`config.mk`:
```
export PLATFORM = sky130hd
export DESIGN_NAME = lcdcdc_core
export DESIGN_NICKNAME = d
export VERILOG_FILES = /design/src/pkg/lcdcdc_pkg.sv /design/src/design/lcdcdc_core.sv /design/src/design/lcdcdc_line_timer.sv
export VERILOG_INCLUDE_DIRS = /design/src /design/src/pkg
export SDC_FILE = /design/constraint.sdc
export NUM_CORES = 1
export LEC_CHECK = 0
export BUFFER_PORTS_ARGS = -buffer_cell sky130_fd_sc_hd__clkbuf_2
export CAP_MARGIN = 20
export CORE_MARGIN = 5
export CORE_UTILIZATION = 54
export DETAILED_ROUTE_END_ITERATION = 10
export PLACE_DENSITY_LB_ADDON = 0.05
export REMOVE_ABC_BUFFERS = 1
export SLEW_MARGIN = 10
export SYNTH_ARGS = -nofsm -noshare
export SYNTH_HDL_FRONTEND = slang
export SYNTH_SLANG_ARGS = --single-unit
```
`constraint.sdc`:
```
create_clock -name i_clk -period 2.5 [get_ports i_clk]
set_input_delay 0.375 -clock i_clk [delete_from_list [all_inputs] [get_ports i_clk]]
set_output_delay 0.375 -clock i_clk [all_outputs]
set_load 0.05 [all_outputs]
```
`src/pkg/lcdcdc_regs.svh`:
```
`ifndef LCDCDC_REGS_SVH
`define LCDCDC_REGS_SVH
// =====================================================================
// =====================================================================
// Register offsets (plain port)
`define LCDCDC_OFF_CMD     4'h0
`define LCDCDC_OFF_STATUS  4'h1
`define LCDCDC_OFF_DISP    4'h2
`define LCDCDC_OFF_ADDR    4'h3
`define LCDCDC_OFF_CFG     4'h4
`define LCDCDC_OFF_SCROLL  4'h5
`define LCDCDC_OFF_MEMACC  4'h6
`define LCDCDC_OFF_DERIVED 4'h7
// Command opcodes
`define LCDCDC_CMD_CA_LSB  8'h00
`define LCDCDC_CMD_CA_MSB  8'h10
`define LCDCDC_CMD_MUX     8'h20
`define LCDCDC_CMD_TEMP    8'h24
`define LCDCDC_CMD_LOAD    8'h28
`define LCDCDC_CMD_PUMP    8'h2C
`define LCDCDC_CMD_MAXCOL  8'h32
`define LCDCDC_CMD_SL_LSB  8'h40
`define LCDCDC_CMD_SL_MSB  8'h50
`define LCDCDC_CMD_PA_LSB  8'h60
`define LCDCDC_CMD_PA_MSB  8'h70
`define LCDCDC_CMD_GAIN    8'h81
`define LCDCDC_CMD_ADDRC   8'h88
`define LCDCDC_CMD_FIXED   8'h90
`define LCDCDC_CMD_LRATE   8'hA0
`define LCDCDC_CMD_ALLON   8'hA4
`define LCDCDC_CMD_INV     8'hA6
`define LCDCDC_CMD_DISPEN  8'hA8
`define LCDCDC_CMD_MAP     8'hC0
`define LCDCDC_CMD_GRAY    8'hD0
`define LCDCDC_CMD_SYSRST  8'hE2
`define LCDCDC_CMD_NOP     8'hE3
`define LCDCDC_CMD_BIAS    8'hE8
`define LCDCDC_CMD_CUR_OFF 8'hEE
`define LCDCDC_CMD_CUR_ON  8'hEF
// Reset values and middle-column skip codes
`define LCDCDC_RST_MAXCOL  7'h7F
`define LCDCDC_RST_ADDRC   3'h1
`define LCDCDC_HLH         3'h5
`define LCDCDC_MID_FIRST   7'h30
`define LCDCDC_MID_NEXT    7'h50
// Timing
`define LCDCDC_CLK_HZ      20000000
`define LCDCDC_RESET_US    5000
`define LCDCDC_RESET_CYC   ((`LCDCDC_RESET_US * (`LCDCDC_CLK_HZ / 1000)) / 1000)
`define LCDCDC_POWER_CYC   16
`endif

```
`src/pkg/lcdcdc_pkg.sv`:
```
package lcdcdc_pkg;
  // =====================================================================
  // Types
  typedef enum logic [1:0] {
    LCDCDC_PWR_SLEEP = 2'b00,
    LCDCDC_PWR_UP    = 2'b01,
    LCDCDC_PWR_ON    = 2'b10
  } lcdcdc_pwr_e;

  typedef struct packed {
    logic       rows_active;
    logic [2:0] col_group_en;
    logic       sleep;
    logic       all_on_eff;
    logic       invert_eff;
    logic       pump_internal;
  } lcdcdc_drv_s;

  typedef struct packed {
    logic [3:0] bias_ratio;
    logic [6:0] mux_rows;
    logic [2:0] temp_code;
    logic [6:0] shade01_pct;
    logic [6:0] shade10_pct;
  } lcdcdc_derived_s;
endpackage : lcdcdc_pkg

```
`src/design/lcdcdc_core.sv`:
```
`include "lcdcdc_regs.svh"
// Command interpreter and display control
module lcdcdc_core #(
  parameter int RESET_CYC = `LCDCDC_RESET_CYC
) (
  // Clock and reset
  input  wire logic        i_clk,
  input  wire logic        i_rst,
  // Register port
  input  wire logic [3:0]  i_addr,
  input  wire logic [7:0]  i_wdata,
  input  wire logic        i_wr,
  input  wire logic        i_rd,
  output logic      [31:0] o_rdata,
  // Strap and status
  input  wire logic [1:0]  i_host_bus_select,
  output logic      [1:0]  o_host_bus_mode,
  output logic             o_reset_pending_flag,
  output logic             o_driver_enable_flag,
  // Driver controls
  output lcdcdc_pkg::lcdcdc_drv_s o_drv,
  output logic             o_row_hiz,
  output logic             o_col_gnd,
  output logic      [6:0]  o_column_pointer,
  output logic      [4:0]  o_page_pointer,
  output logic             o_line_tick,
  output logic             o_frame_tick
);
  // =====================================================================
  // State
  logic [6:0]  column_pointer_ff;
  logic [6:0]  cursor_save_reg_ff;
  logic [4:0]  page_pointer_ff;
  logic [6:0]  max_col_ff;
  logic [3:0]  ram_addr_ctrl_ff;   // [3]=cursor [2]=dir [1]=order [0]=wrap
  logic [2:0]  display_ctrl_bits_ff;
  logic        all_on_flag_ff;
  logic        invert_flag_ff;
  logic [6:0]  lcd_ctrl_bits_ff;
  logic [1:0]  bias_select_ff;
  logic [1:0]  temp_coef_select_ff;
  logic [3:0]  pump_ctrl_bits_ff;
  logic [1:0]  mux_ratio_select_ff;
  logic [3:0]  fixed_row_band_ff;
  logic [6:0]  scroll_offset_ff;
  logic [1:0]  gain_select_ff;
  logic [5:0]  pot_value_ff;
  logic [1:0]  second_ff;          // 1 maxcol, 2 gain, 3 swallow
  logic [22:0] rst_cnt_ff;
  logic        rst_busy_ff;
  logic        strap_ff;
  lcdcdc_pkg::lcdcdc_pwr_e pwr_ff;
  logic [4:0]  pwr_cnt_ff;

  logic        wen;
  logic        cmd_wr;
  logic        mem_wr;
  logic        mem_rd;
  logic [7:0]  cmd;
  logic        wrap_enable;
  logic        cursor_on;
  logic        hlh;

  // Host writes blocked while reset runs; reads still served
  assign wen    = i_wr && !rst_busy_ff;
  assign cmd_wr = wen && i_addr == `LCDCDC_OFF_CMD;
  assign mem_wr = wen && i_addr == `LCDCDC_OFF_MEMACC && i_wdata[0];
  assign mem_rd = wen && i_addr == `LCDCDC_OFF_MEMACC && !i_wdata[0];
  assign cmd    = i_wdata;
  assign wrap_enable = ram_addr_ctrl_ff[0];
  assign cursor_on   = ram_addr_ctrl_ff[3];
  assign hlh = display_ctrl_bits_ff == `LCDCDC_HLH;

  // =====================================================================
  // System reset timer
  always_ff @(posedge i_clk)
  begin
    if (i_rst)
    begin
      rst_busy_ff <= 1'b0;
      rst_cnt_ff  <= '0;
    end
    else if (cmd_wr && second_ff == 2'h0 && cmd == `LCDCDC_CMD_SYSRST)
    begin
      rst_busy_ff <= 1'b1;
      rst_cnt_ff  <= 23'(RESET_CYC - 1);
    end
    else if (rst_busy_ff)
    begin
      if (rst_cnt_ff == '0)
        rst_busy_ff <= 1'b0;
      else
        rst_cnt_ff <= rst_cnt_ff - 23'h1;
    end
  end

  // Host bus strap caught after reset
  always_ff @(posedge i_clk)
  begin
    if (i_rst)
      strap_ff <= 1'b0;
    else if (!strap_ff)
    begin
      strap_ff        <= 1'b1;
      o_host_bus_mode <= i_host_bus_select;
    end
  end

  // =====================================================================
  // Configuration commands
  always_ff @(posedge i_clk)
  begin
    if (i_rst || rst_busy_ff)
    begin
      display_ctrl_bits_ff <= '0;
      all_on_flag_ff       <= 1'b0;
      invert_flag_ff       <= 1'b0;
      lcd_ctrl_bits_ff     <= '0;
      bias_select_ff       <= '0;
      temp_coef_select_ff  <= '0;
      pump_ctrl_bits_ff    <= '0;
      mux_ratio_select_ff  <= 2'h3;
      fixed_row_band_ff    <= '0;
      scroll_offset_ff     <= '0;
      gain_select_ff       <= '0;
      pot_value_ff         <= '0;
      max_col_ff           <= `LCDCDC_RST_MAXCOL;
      second_ff            <= '0;
    end
    else if (cmd_wr && second_ff != 2'h0)
    begin
      // Second byte of a two-byte command
      if (second_ff == 2'h1)
        max_col_ff <= cmd[6:0];
      else if (second_ff == 2'h2)
        {gain_select_ff, pot_value_ff} <= cmd;
      second_ff <= '0;
    end
    else if (cmd_wr)
    begin
      // No-op matches nothing below
      if (cmd[7:2] == 6'h08)
        mux_ratio_select_ff <= cmd[1:0];
      if (cmd[7:2] == 6'h09)
        temp_coef_select_ff <= cmd[1:0];
      if (cmd[7:2] == 6'h0A)
        pump_ctrl_bits_ff[1:0] <= cmd[1:0];
      if (cmd[7:2] == 6'h0B)
        pump_ctrl_bits_ff[3:2] <= cmd[1:0];
      if (cmd == `LCDCDC_CMD_MAXCOL)
        second_ff <= 2'h1;
      if (cmd == `LCDCDC_CMD_GAIN)
        second_ff <= 2'h2;
      if (cmd[7:1] == 7'h18 || cmd[7:2] == 6'h39)
        second_ff <= 2'h3;
      if (cmd[7:4] == 4'h4)
        scroll_offset_ff[3:0] <= cmd[3:0];
      if (cmd[7:4] == 4'h5)
        scroll_offset_ff[6:4] <= cmd[2:0];
      if (cmd[7:4] == 4'h9)
        fixed_row_band_ff <= cmd[3:0];
      if (cmd[7:2] == 6'h28)
        lcd_ctrl_bits_ff[4:3] <= cmd[1:0];
      if (cmd[7:1] == 7'h52)
        all_on_flag_ff <= cmd[0];
      if (cmd[7:1] == 7'h53)
        invert_flag_ff <= cmd[0];
      if (cmd[7:3] == 5'h15)
        display_ctrl_bits_ff <= cmd[2:0];
      if (cmd[7:3] == 5'h18)
        lcd_ctrl_bits_ff[2:0] <= cmd[2:0];
      if (cmd[7:2] == 6'h34)
        lcd_ctrl_bits_ff[6:5] <= cmd[1:0];
      if (cmd[7:2] == 6'h3A)
        bias_select_ff <= cmd[1:0];
    end
  end

  // =====================================================================
  // Address pointers and cursor mode
  always_ff @(posedge i_clk)
  begin
    if (i_rst || rst_busy_ff)
    begin
      column_pointer_ff  <= '0;
      cursor_save_reg_ff <= '0;
      page_pointer_ff    <= '0;
      ram_addr_ctrl_ff   <= {1'b0, `LCDCDC_RST_ADDRC};
    end
    else if (cmd_wr && second_ff == 2'h0)
    begin
      if (cmd[7:4] == 4'h0)
        column_pointer_ff[3:0] <= cmd[3:0];
      if (cmd[7:4] == 4'h1)
        column_pointer_ff[6:4] <= cmd[2:0];
      if (cmd[7:4] == 4'h6)
        page_pointer_ff[3:0] <= cmd[3:0];
      if (cmd[7:4] == 4'h7)
        page_pointer_ff[4] <= cmd[0];
      if (cmd[7:3] == 5'h11)
        ram_addr_ctrl_ff[2:0] <= cmd[2:0];
      if (cmd == `LCDCDC_CMD_CUR_ON)
      begin
        ram_addr_ctrl_ff[3] <= 1'b1;
        cursor_save_reg_ff  <= column_pointer_ff;
      end
      if (cmd == `LCDCDC_CMD_CUR_OFF)
      begin
        ram_addr_ctrl_ff[3] <= 1'b0;
        column_pointer_ff   <= cursor_save_reg_ff;
      end
    end
    else if (mem_wr || (mem_rd && !cursor_on))
    begin
      if (column_pointer_ff >= max_col_ff)
      begin
        // Wrap only outside cursor mode
        if (wrap_enable && !cursor_on)
        begin
          column_pointer_ff <= '0;
          page_pointer_ff <= ram_addr_ctrl_ff[2] ? page_pointer_ff - 5'h1
                                                 : page_pointer_ff + 5'h1;
        end
      end
      else if (hlh && column_pointer_ff == `LCDCDC_MID_FIRST - 7'h01)
        column_pointer_ff <= `LCDCDC_MID_NEXT;
      else
        column_pointer_ff <= column_pointer_ff + 7'h01;
    end
  end

  // =====================================================================
  // Power sequencing
  always_ff @(posedge i_clk)
  begin
    if (i_rst)
    begin
      pwr_ff     <= lcdcdc_pkg::LCDCDC_PWR_SLEEP;
      pwr_cnt_ff <= '0;
    end
    else
    begin
      case (pwr_ff)
        lcdcdc_pkg::LCDCDC_PWR_SLEEP:
          if (display_ctrl_bits_ff != 3'h0)
          begin
            pwr_ff     <= lcdcdc_pkg::LCDCDC_PWR_UP;
            pwr_cnt_ff <= 5'(`LCDCDC_POWER_CYC - 1);
          end
        lcdcdc_pkg::LCDCDC_PWR_UP:
          if (display_ctrl_bits_ff == 3'h0)
            pwr_ff <= lcdcdc_pkg::LCDCDC_PWR_SLEEP;
          else if (pwr_cnt_ff == '0)
            pwr_ff <= lcdcdc_pkg::LCDCDC_PWR_ON;
          else
            pwr_cnt_ff <= pwr_cnt_ff - 5'h1;
        lcdcdc_pkg::LCDCDC_PWR_ON:
          if (display_ctrl_bits_ff == 3'h0)
            pwr_ff <= lcdcdc_pkg::LCDCDC_PWR_SLEEP;
        default:
          pwr_ff <= lcdcdc_pkg::LCDCDC_PWR_SLEEP;
      endcase
    end
  end

  // Driver outputs registered
  always_ff @(posedge i_clk)
  begin
    if (i_rst)
    begin
      o_drv                <= '0;
      o_row_hiz            <= 1'b1;
      o_col_gnd            <= 1'b1;
      o_driver_enable_flag <= 1'b0;
    end
    else
    begin
      o_driver_enable_flag <= display_ctrl_bits_ff != 3'h0;
      o_drv.sleep <= pwr_ff == lcdcdc_pkg::LCDCDC_PWR_SLEEP;
      o_drv.rows_active <= pwr_ff == lcdcdc_pkg::LCDCDC_PWR_ON;
      o_drv.col_group_en <= (pwr_ff == lcdcdc_pkg::LCDCDC_PWR_ON)
                          ? display_ctrl_bits_ff : 3'h0;
      o_row_hiz <= pwr_ff != lcdcdc_pkg::LCDCDC_PWR_ON;
      o_col_gnd <= pwr_ff != lcdcdc_pkg::LCDCDC_PWR_ON;
      // Enable overrides all-on/inverse
      o_drv.all_on_eff <= all_on_flag_ff &&
                          pwr_ff == lcdcdc_pkg::LCDCDC_PWR_ON;
      o_drv.invert_eff <= invert_flag_ff &&
                          pwr_ff == lcdcdc_pkg::LCDCDC_PWR_ON;
      o_drv.pump_internal <= pump_ctrl_bits_ff[3:2] == 2'h3;
    end
  end

  // =====================================================================
  // Derived settings decode
  lcdcdc_pkg::lcdcdc_derived_s der;
  always_comb
  begin
    der = '0;
    der.bias_ratio = 4'h9 + {2'h0, bias_select_ff};
    case (mux_ratio_select_ff)
      2'b00:   der.mux_rows = 7'h40;
      2'b01:   der.mux_rows = 7'h50;
      2'b10:   der.mux_rows = 7'h66;
      default: der.mux_rows = 7'h7F;
    endcase
    der.temp_code = {1'b0, temp_coef_select_ff};
    der.shade01_pct = 7'h28 - {4'h0, lcd_ctrl_bits_ff[6:5], 1'b0};
    der.shade10_pct = 7'h3C + {4'h0, lcd_ctrl_bits_ff[6:5], 1'b0};
  end

  // Mux rows as 8 bits (128 does not fit 7)
  logic [7:0] mux_rows8;
  assign mux_rows8 = (mux_ratio_select_ff == 2'b11) ? 8'h80
                                                    : {1'b0, der.mux_rows};

  lcdcdc_line_timer #(
    .CNT_W (12)
  ) u_timer (
    .i_clk           (i_clk),
    .i_rst           (i_rst),
    .i_run           (pwr_ff == lcdcdc_pkg::LCDCDC_PWR_ON),
    .i_lcd_ctrl_bits (lcd_ctrl_bits_ff[4:3]),
    .i_mux_rows      (mux_rows8),
    .o_line_tick     (o_line_tick),
    .o_frame_tick    (o_frame_tick)
  );

  // Pointer and flag outputs
  always_ff @(posedge i_clk)
  begin
    if (i_rst)
    begin
      o_column_pointer     <= '0;
      o_page_pointer       <= '0;
      o_reset_pending_flag <= 1'b0;
    end
    else
    begin
      o_column_pointer     <= column_pointer_ff;
      o_page_pointer       <= page_pointer_ff;
      o_reset_pending_flag <= rst_busy_ff;
    end
  end

  // =====================================================================
  // Read port, data one cycle after strobe
  always_ff @(posedge i_clk)
  begin
    if (i_rst)
      o_rdata <= '0;
    else if (i_rd)
    begin
      case (i_addr)
        `LCDCDC_OFF_STATUS:
          o_rdata <= {24'h0, 1'b0, lcd_ctrl_bits_ff[1],
                      display_ctrl_bits_ff != 3'h0, rst_busy_ff,
                      wrap_enable, gain_select_ff, 1'b1};
        `LCDCDC_OFF_DISP:
          o_rdata <= {24'h0, 1'b0, pwr_ff, display_ctrl_bits_ff,
                      all_on_flag_ff, invert_flag_ff};
        `LCDCDC_OFF_ADDR:
          o_rdata <= {8'h0, cursor_save_reg_ff, ram_addr_ctrl_ff,
                      page_pointer_ff, 1'b0, column_pointer_ff};
        `LCDCDC_OFF_CFG:
          o_rdata <= {1'b0, lcd_ctrl_bits_ff, pot_value_ff, gain_select_ff,
                      pump_ctrl_bits_ff, temp_coef_select_ff,
                      mux_ratio_select_ff, bias_select_ff, max_col_ff[0],
                      1'b0, 4'h0};
        `LCDCDC_OFF_SCROLL:
          o_rdata <= {13'h0, max_col_ff, fixed_row_band_ff, 1'b0,
                      scroll_offset_ff};
        `LCDCDC_OFF_DERIVED:
          o_rdata <= {4'h0, der};
        default:
          o_rdata <= '0;
      endcase
    end
    else
      o_rdata <= '0;
  end
endmodule : lcdcdc_core

```
`src/design/lcdcdc_line_timer.sv`:
```
`include "lcdcdc_regs.svh"
// Line and frame tick generator
module lcdcdc_line_timer #(
  parameter int CNT_W = 12
) (
  // Clock and reset
  input  wire logic       i_clk,
  input  wire logic       i_rst,
  // Settings
  input  wire logic       i_run,
  input  wire logic [1:0] i_lcd_ctrl_bits,
  input  wire logic [7:0] i_mux_rows,
  // Ticks
  output logic            o_line_tick,
  output logic            o_frame_tick
);
  // =====================================================================
  // Divisors for 13.1, 14.4, 15.8, 17.9 klps at 20 MHz
  logic [CNT_W-1:0] div;
  always_comb
  begin
    case (i_lcd_ctrl_bits)
      2'b00:   div = CNT_W'(1527);
      2'b01:   div = CNT_W'(1389);
      2'b10:   div = CNT_W'(1266);
      default: div = CNT_W'(1117);
    endcase
  end

  logic [CNT_W-1:0] line_cnt_ff;
  logic [7:0]       row_cnt_ff;

  // Line counter
  always_ff @(posedge i_clk)
  begin
    if (i_rst || !i_run)
    begin
      line_cnt_ff <= '0;
      o_line_tick <= 1'b0;
    end
    else if (line_cnt_ff >= div - CNT_W'(1))
    begin
      line_cnt_ff <= '0;
      o_line_tick <= 1'b1;
    end
    else
    begin
      line_cnt_ff <= line_cnt_ff + CNT_W'(1);
      o_line_tick <= 1'b0;
    end
  end

  // Frame = line rate / mux rows
  always_ff @(posedge i_clk)
  begin
    if (i_rst || !i_run)
    begin
      row_cnt_ff   <= '0;
      o_frame_tick <= 1'b0;
    end
    else if (o_line_tick && row_cnt_ff >= i_mux_rows - 8'h01)
    begin
      row_cnt_ff   <= '0;
      o_frame_tick <= 1'b1;
    end
    else
    begin
      if (o_line_tick)
        row_cnt_ff <= row_cnt_ff + 8'h01;
      o_frame_tick <= 1'b0;
    end
  end
endmodule : lcdcdc_line_timer

```
==> reports/metrics.cfg <==
[placed_design]
portBuffers=76
dp_slack_ns=0.154
place_congestion=0.999
hpwlAfterDp_microns=16400
placed_cells_incl_taps=1222

[final_layout]
num_antenna_cells=0
drive_gt1_share_pct=17.4
nets=1090
fin_cells=1253
utilization_pct=64.9
synthToLayoutAreaGrowth_pct=17.4

[clocking]
clock-sinks=183
cts_tree=done
cts_hold_buf=0
ctsHtreeMaxLevel=4
clkTransAtPathRegs_ns=0.07
post_cts_resized=0
clockBufferDepth=2
root_buffer=clkbuf_16
cts_buffers=17
clock_latency_ns=0.43
post_cts_buffers=0

[worst_setup_path]
critPathKind=reg2reg
crit_chain=ha_1, and3_1, a21o_1, a311o_1, a211oi_2, a21bo_2, a32o_1
crit_required_ns=2.82
critPathMaxFanout=5
max_stage_delay_ns=0.42
critical-path-top-delay-family=compound AO/OA/AOI/OAI gates
startpoint_type=flip-flop
end_kind=flip-flop
worst_path_max_delay_cell=dfxtp_1
arrival_ns=2.74
crit_buf_inv=0

[yosys]
async_flop_share_pct=0
synthFlopType=dfxtp_1
yosys_warnings=0
synth_commonest_cells=dfxtp_1 (181), nor2_1 (129), nand2_1 (59)
avgSynthCellArea_sq_um=9.05
synth_edf_count=2
synthMostInstantiatedCell=dfxtp_1
ys_seq_area_share_pct=43.7
ys_ff_latch=183
netlist-cell-type-count=71
synth_top_cell_area_share_pct=43.0
synth_cells=932
synth.area.top_cells=dfxtp_1 (43%), mux2i_1 (6.2%), ha_1 (6.1%)
synthesis.area_sq_um=8430
synth_top_area_cell=dfxtp_1

[power_and_ir_drop]
p_leak_nw=4.21
max-vdd-ir-drop_uv=491
pwr_density_cell_nw_per_um2=604
power_w=0.00598

[floorplan]
die_x_microns=135
num_io_pins=78
core_area_sq_um=15300
start_util_pct=55.3
die-area_sq_um=18200
fp.dieH_microns=135
num_rows=45

[sta]
finClkSkew_ns=0.00570
rsz0062_at_grt=no
relSlewSlack_pct=42.9
worstMarginPinSlew_ns=0.852
fin_crit_sh_pct=96.5
fin_ws_ns=0.0873
drv_slew=0
tns_ns=0
period_minus_slack_ns=2.41
setup_violations=0
hold_viol_final=0
max_freq_ghz=0.414

[outcome]
outcome=completed

[global_routing]
antenna_found_initial=0
grt_max_degree=28
grt_usage_pct=25.2
grt_pass1_wl_microns=36200
globalRouteOverflowTotal=0
first_global_vias=6808

[flow_run]
maxCapViolCount=0

[route]
antenna_left=0
routed_wl_microns=22600
route.vias.total=7179
routedWlPerCell_microns=18.0
drt_first_pass_iters=7
vias_per_cell=5.73
drc=0
drt-initial-drc-count=705

[hold_path]
hold_path_class=in2reg

[through the flow]
| stage | hold WS, ns | instance area, sq um |
|---|---|---|
| 6_report | 0.126 | 9900 |
| 5_1_grt | 0.114 | 9900 |
| 4_1_cts | 0.113 | 9900 |
| 3_5_place_dp | 0.464 | 9290 |
| 3_3_place_gp | 0.457 | 9290 |
| 2_1_floorplan | 0.432 | 8230 |
[final cells by class]
type                    instances  area, sq um
clock inverters                 7          116
inverters                      31          116
repair buffers                128          783
clock buffers                  24          492
multi-input cells             669         4440
well taps                     211          264
fillers                      1318         5360
flip-flops and latches        183         3680
[metal layers]
metal	share of wire, %	global-route usage [%]	wire [microns]
met1	48	36.0	10700
met3	7.1	5.77	1610
met5	0	0	0
met2	43	38.0	9820
met4	1.9	7.84	419
[sequential cells by signal, indices dropped and copies added, names as in the netlist, 8 cells and up]
signal,flops
o_rdata,31
o_drv,8
u_timer.row_cnt_ff,8
rst_cnt_ff,23
u_timer.line_cnt_ff,12
[layout by cell type (no fill, tap or decap), drive strengths merged, types with 4 or more instances in the layout]
master    n
a211oi    7
or4       5
buf      52
nand3    26
a22oi    34
a32o      4
nor3     23
a21oi    57
nand2b    8
nor2    129
a31oi    11
and3     19
nand3b    5
xnor2    14
dfxtp   181
nand4     8
ha       41
o21ai    20
conb      5
nor2b    22
xor2     24
clkbuf  100
nor4     15
nand4b    4
or3       6
mux2i    52
o211ai    5
nand2    59
a21o      9
and2     11
inv      32
[worst paths after layout]
kind,from,end,slack (ns),cells after the start
setup / recovery,column_pointer_ff[5],column_pointer_ff[4],0.09,7
hold / removal,i_host_bus_select[1],o_host_bus_mode[1],0.13,1
setup reg to reg,column_pointer_ff[5],column_pointer_ff[4],0.09,7
hold reg to reg,max_col_ff[1],o_rdata[13],0.47,2
[cell families (layout without fill, tap and decap cells)]
| kind of cell | count (synthesis) | count (layout) | synth area share, % |
|---|---|---|---|
| flops | 183 | 183 | 43.7 |
| simple gates | 355 | 355 | 21.6 |
| xor+xnor | 38 | 38 | 3.95 |
| buf+inv | 83 | 190 | 3.90 |
| compound gates | 176 | 176 | 14.2 |
| fa+ha+maj | 42 | 42 | 6.32 |
| mux | 53 | 53 | 6.31 |
| other cells | 2 | 5 | 0.0891 |
[report_power, final]
| part | internal (W) | switching, W |
|---|---|---|
| clock network | 0.00167 | 0.00109 |
| logic | 0.0000771 | 0.000199 |
| registers | 0.00293 | 0.00000537 |
Note: power is estimated with default switching activity, not from simulation.
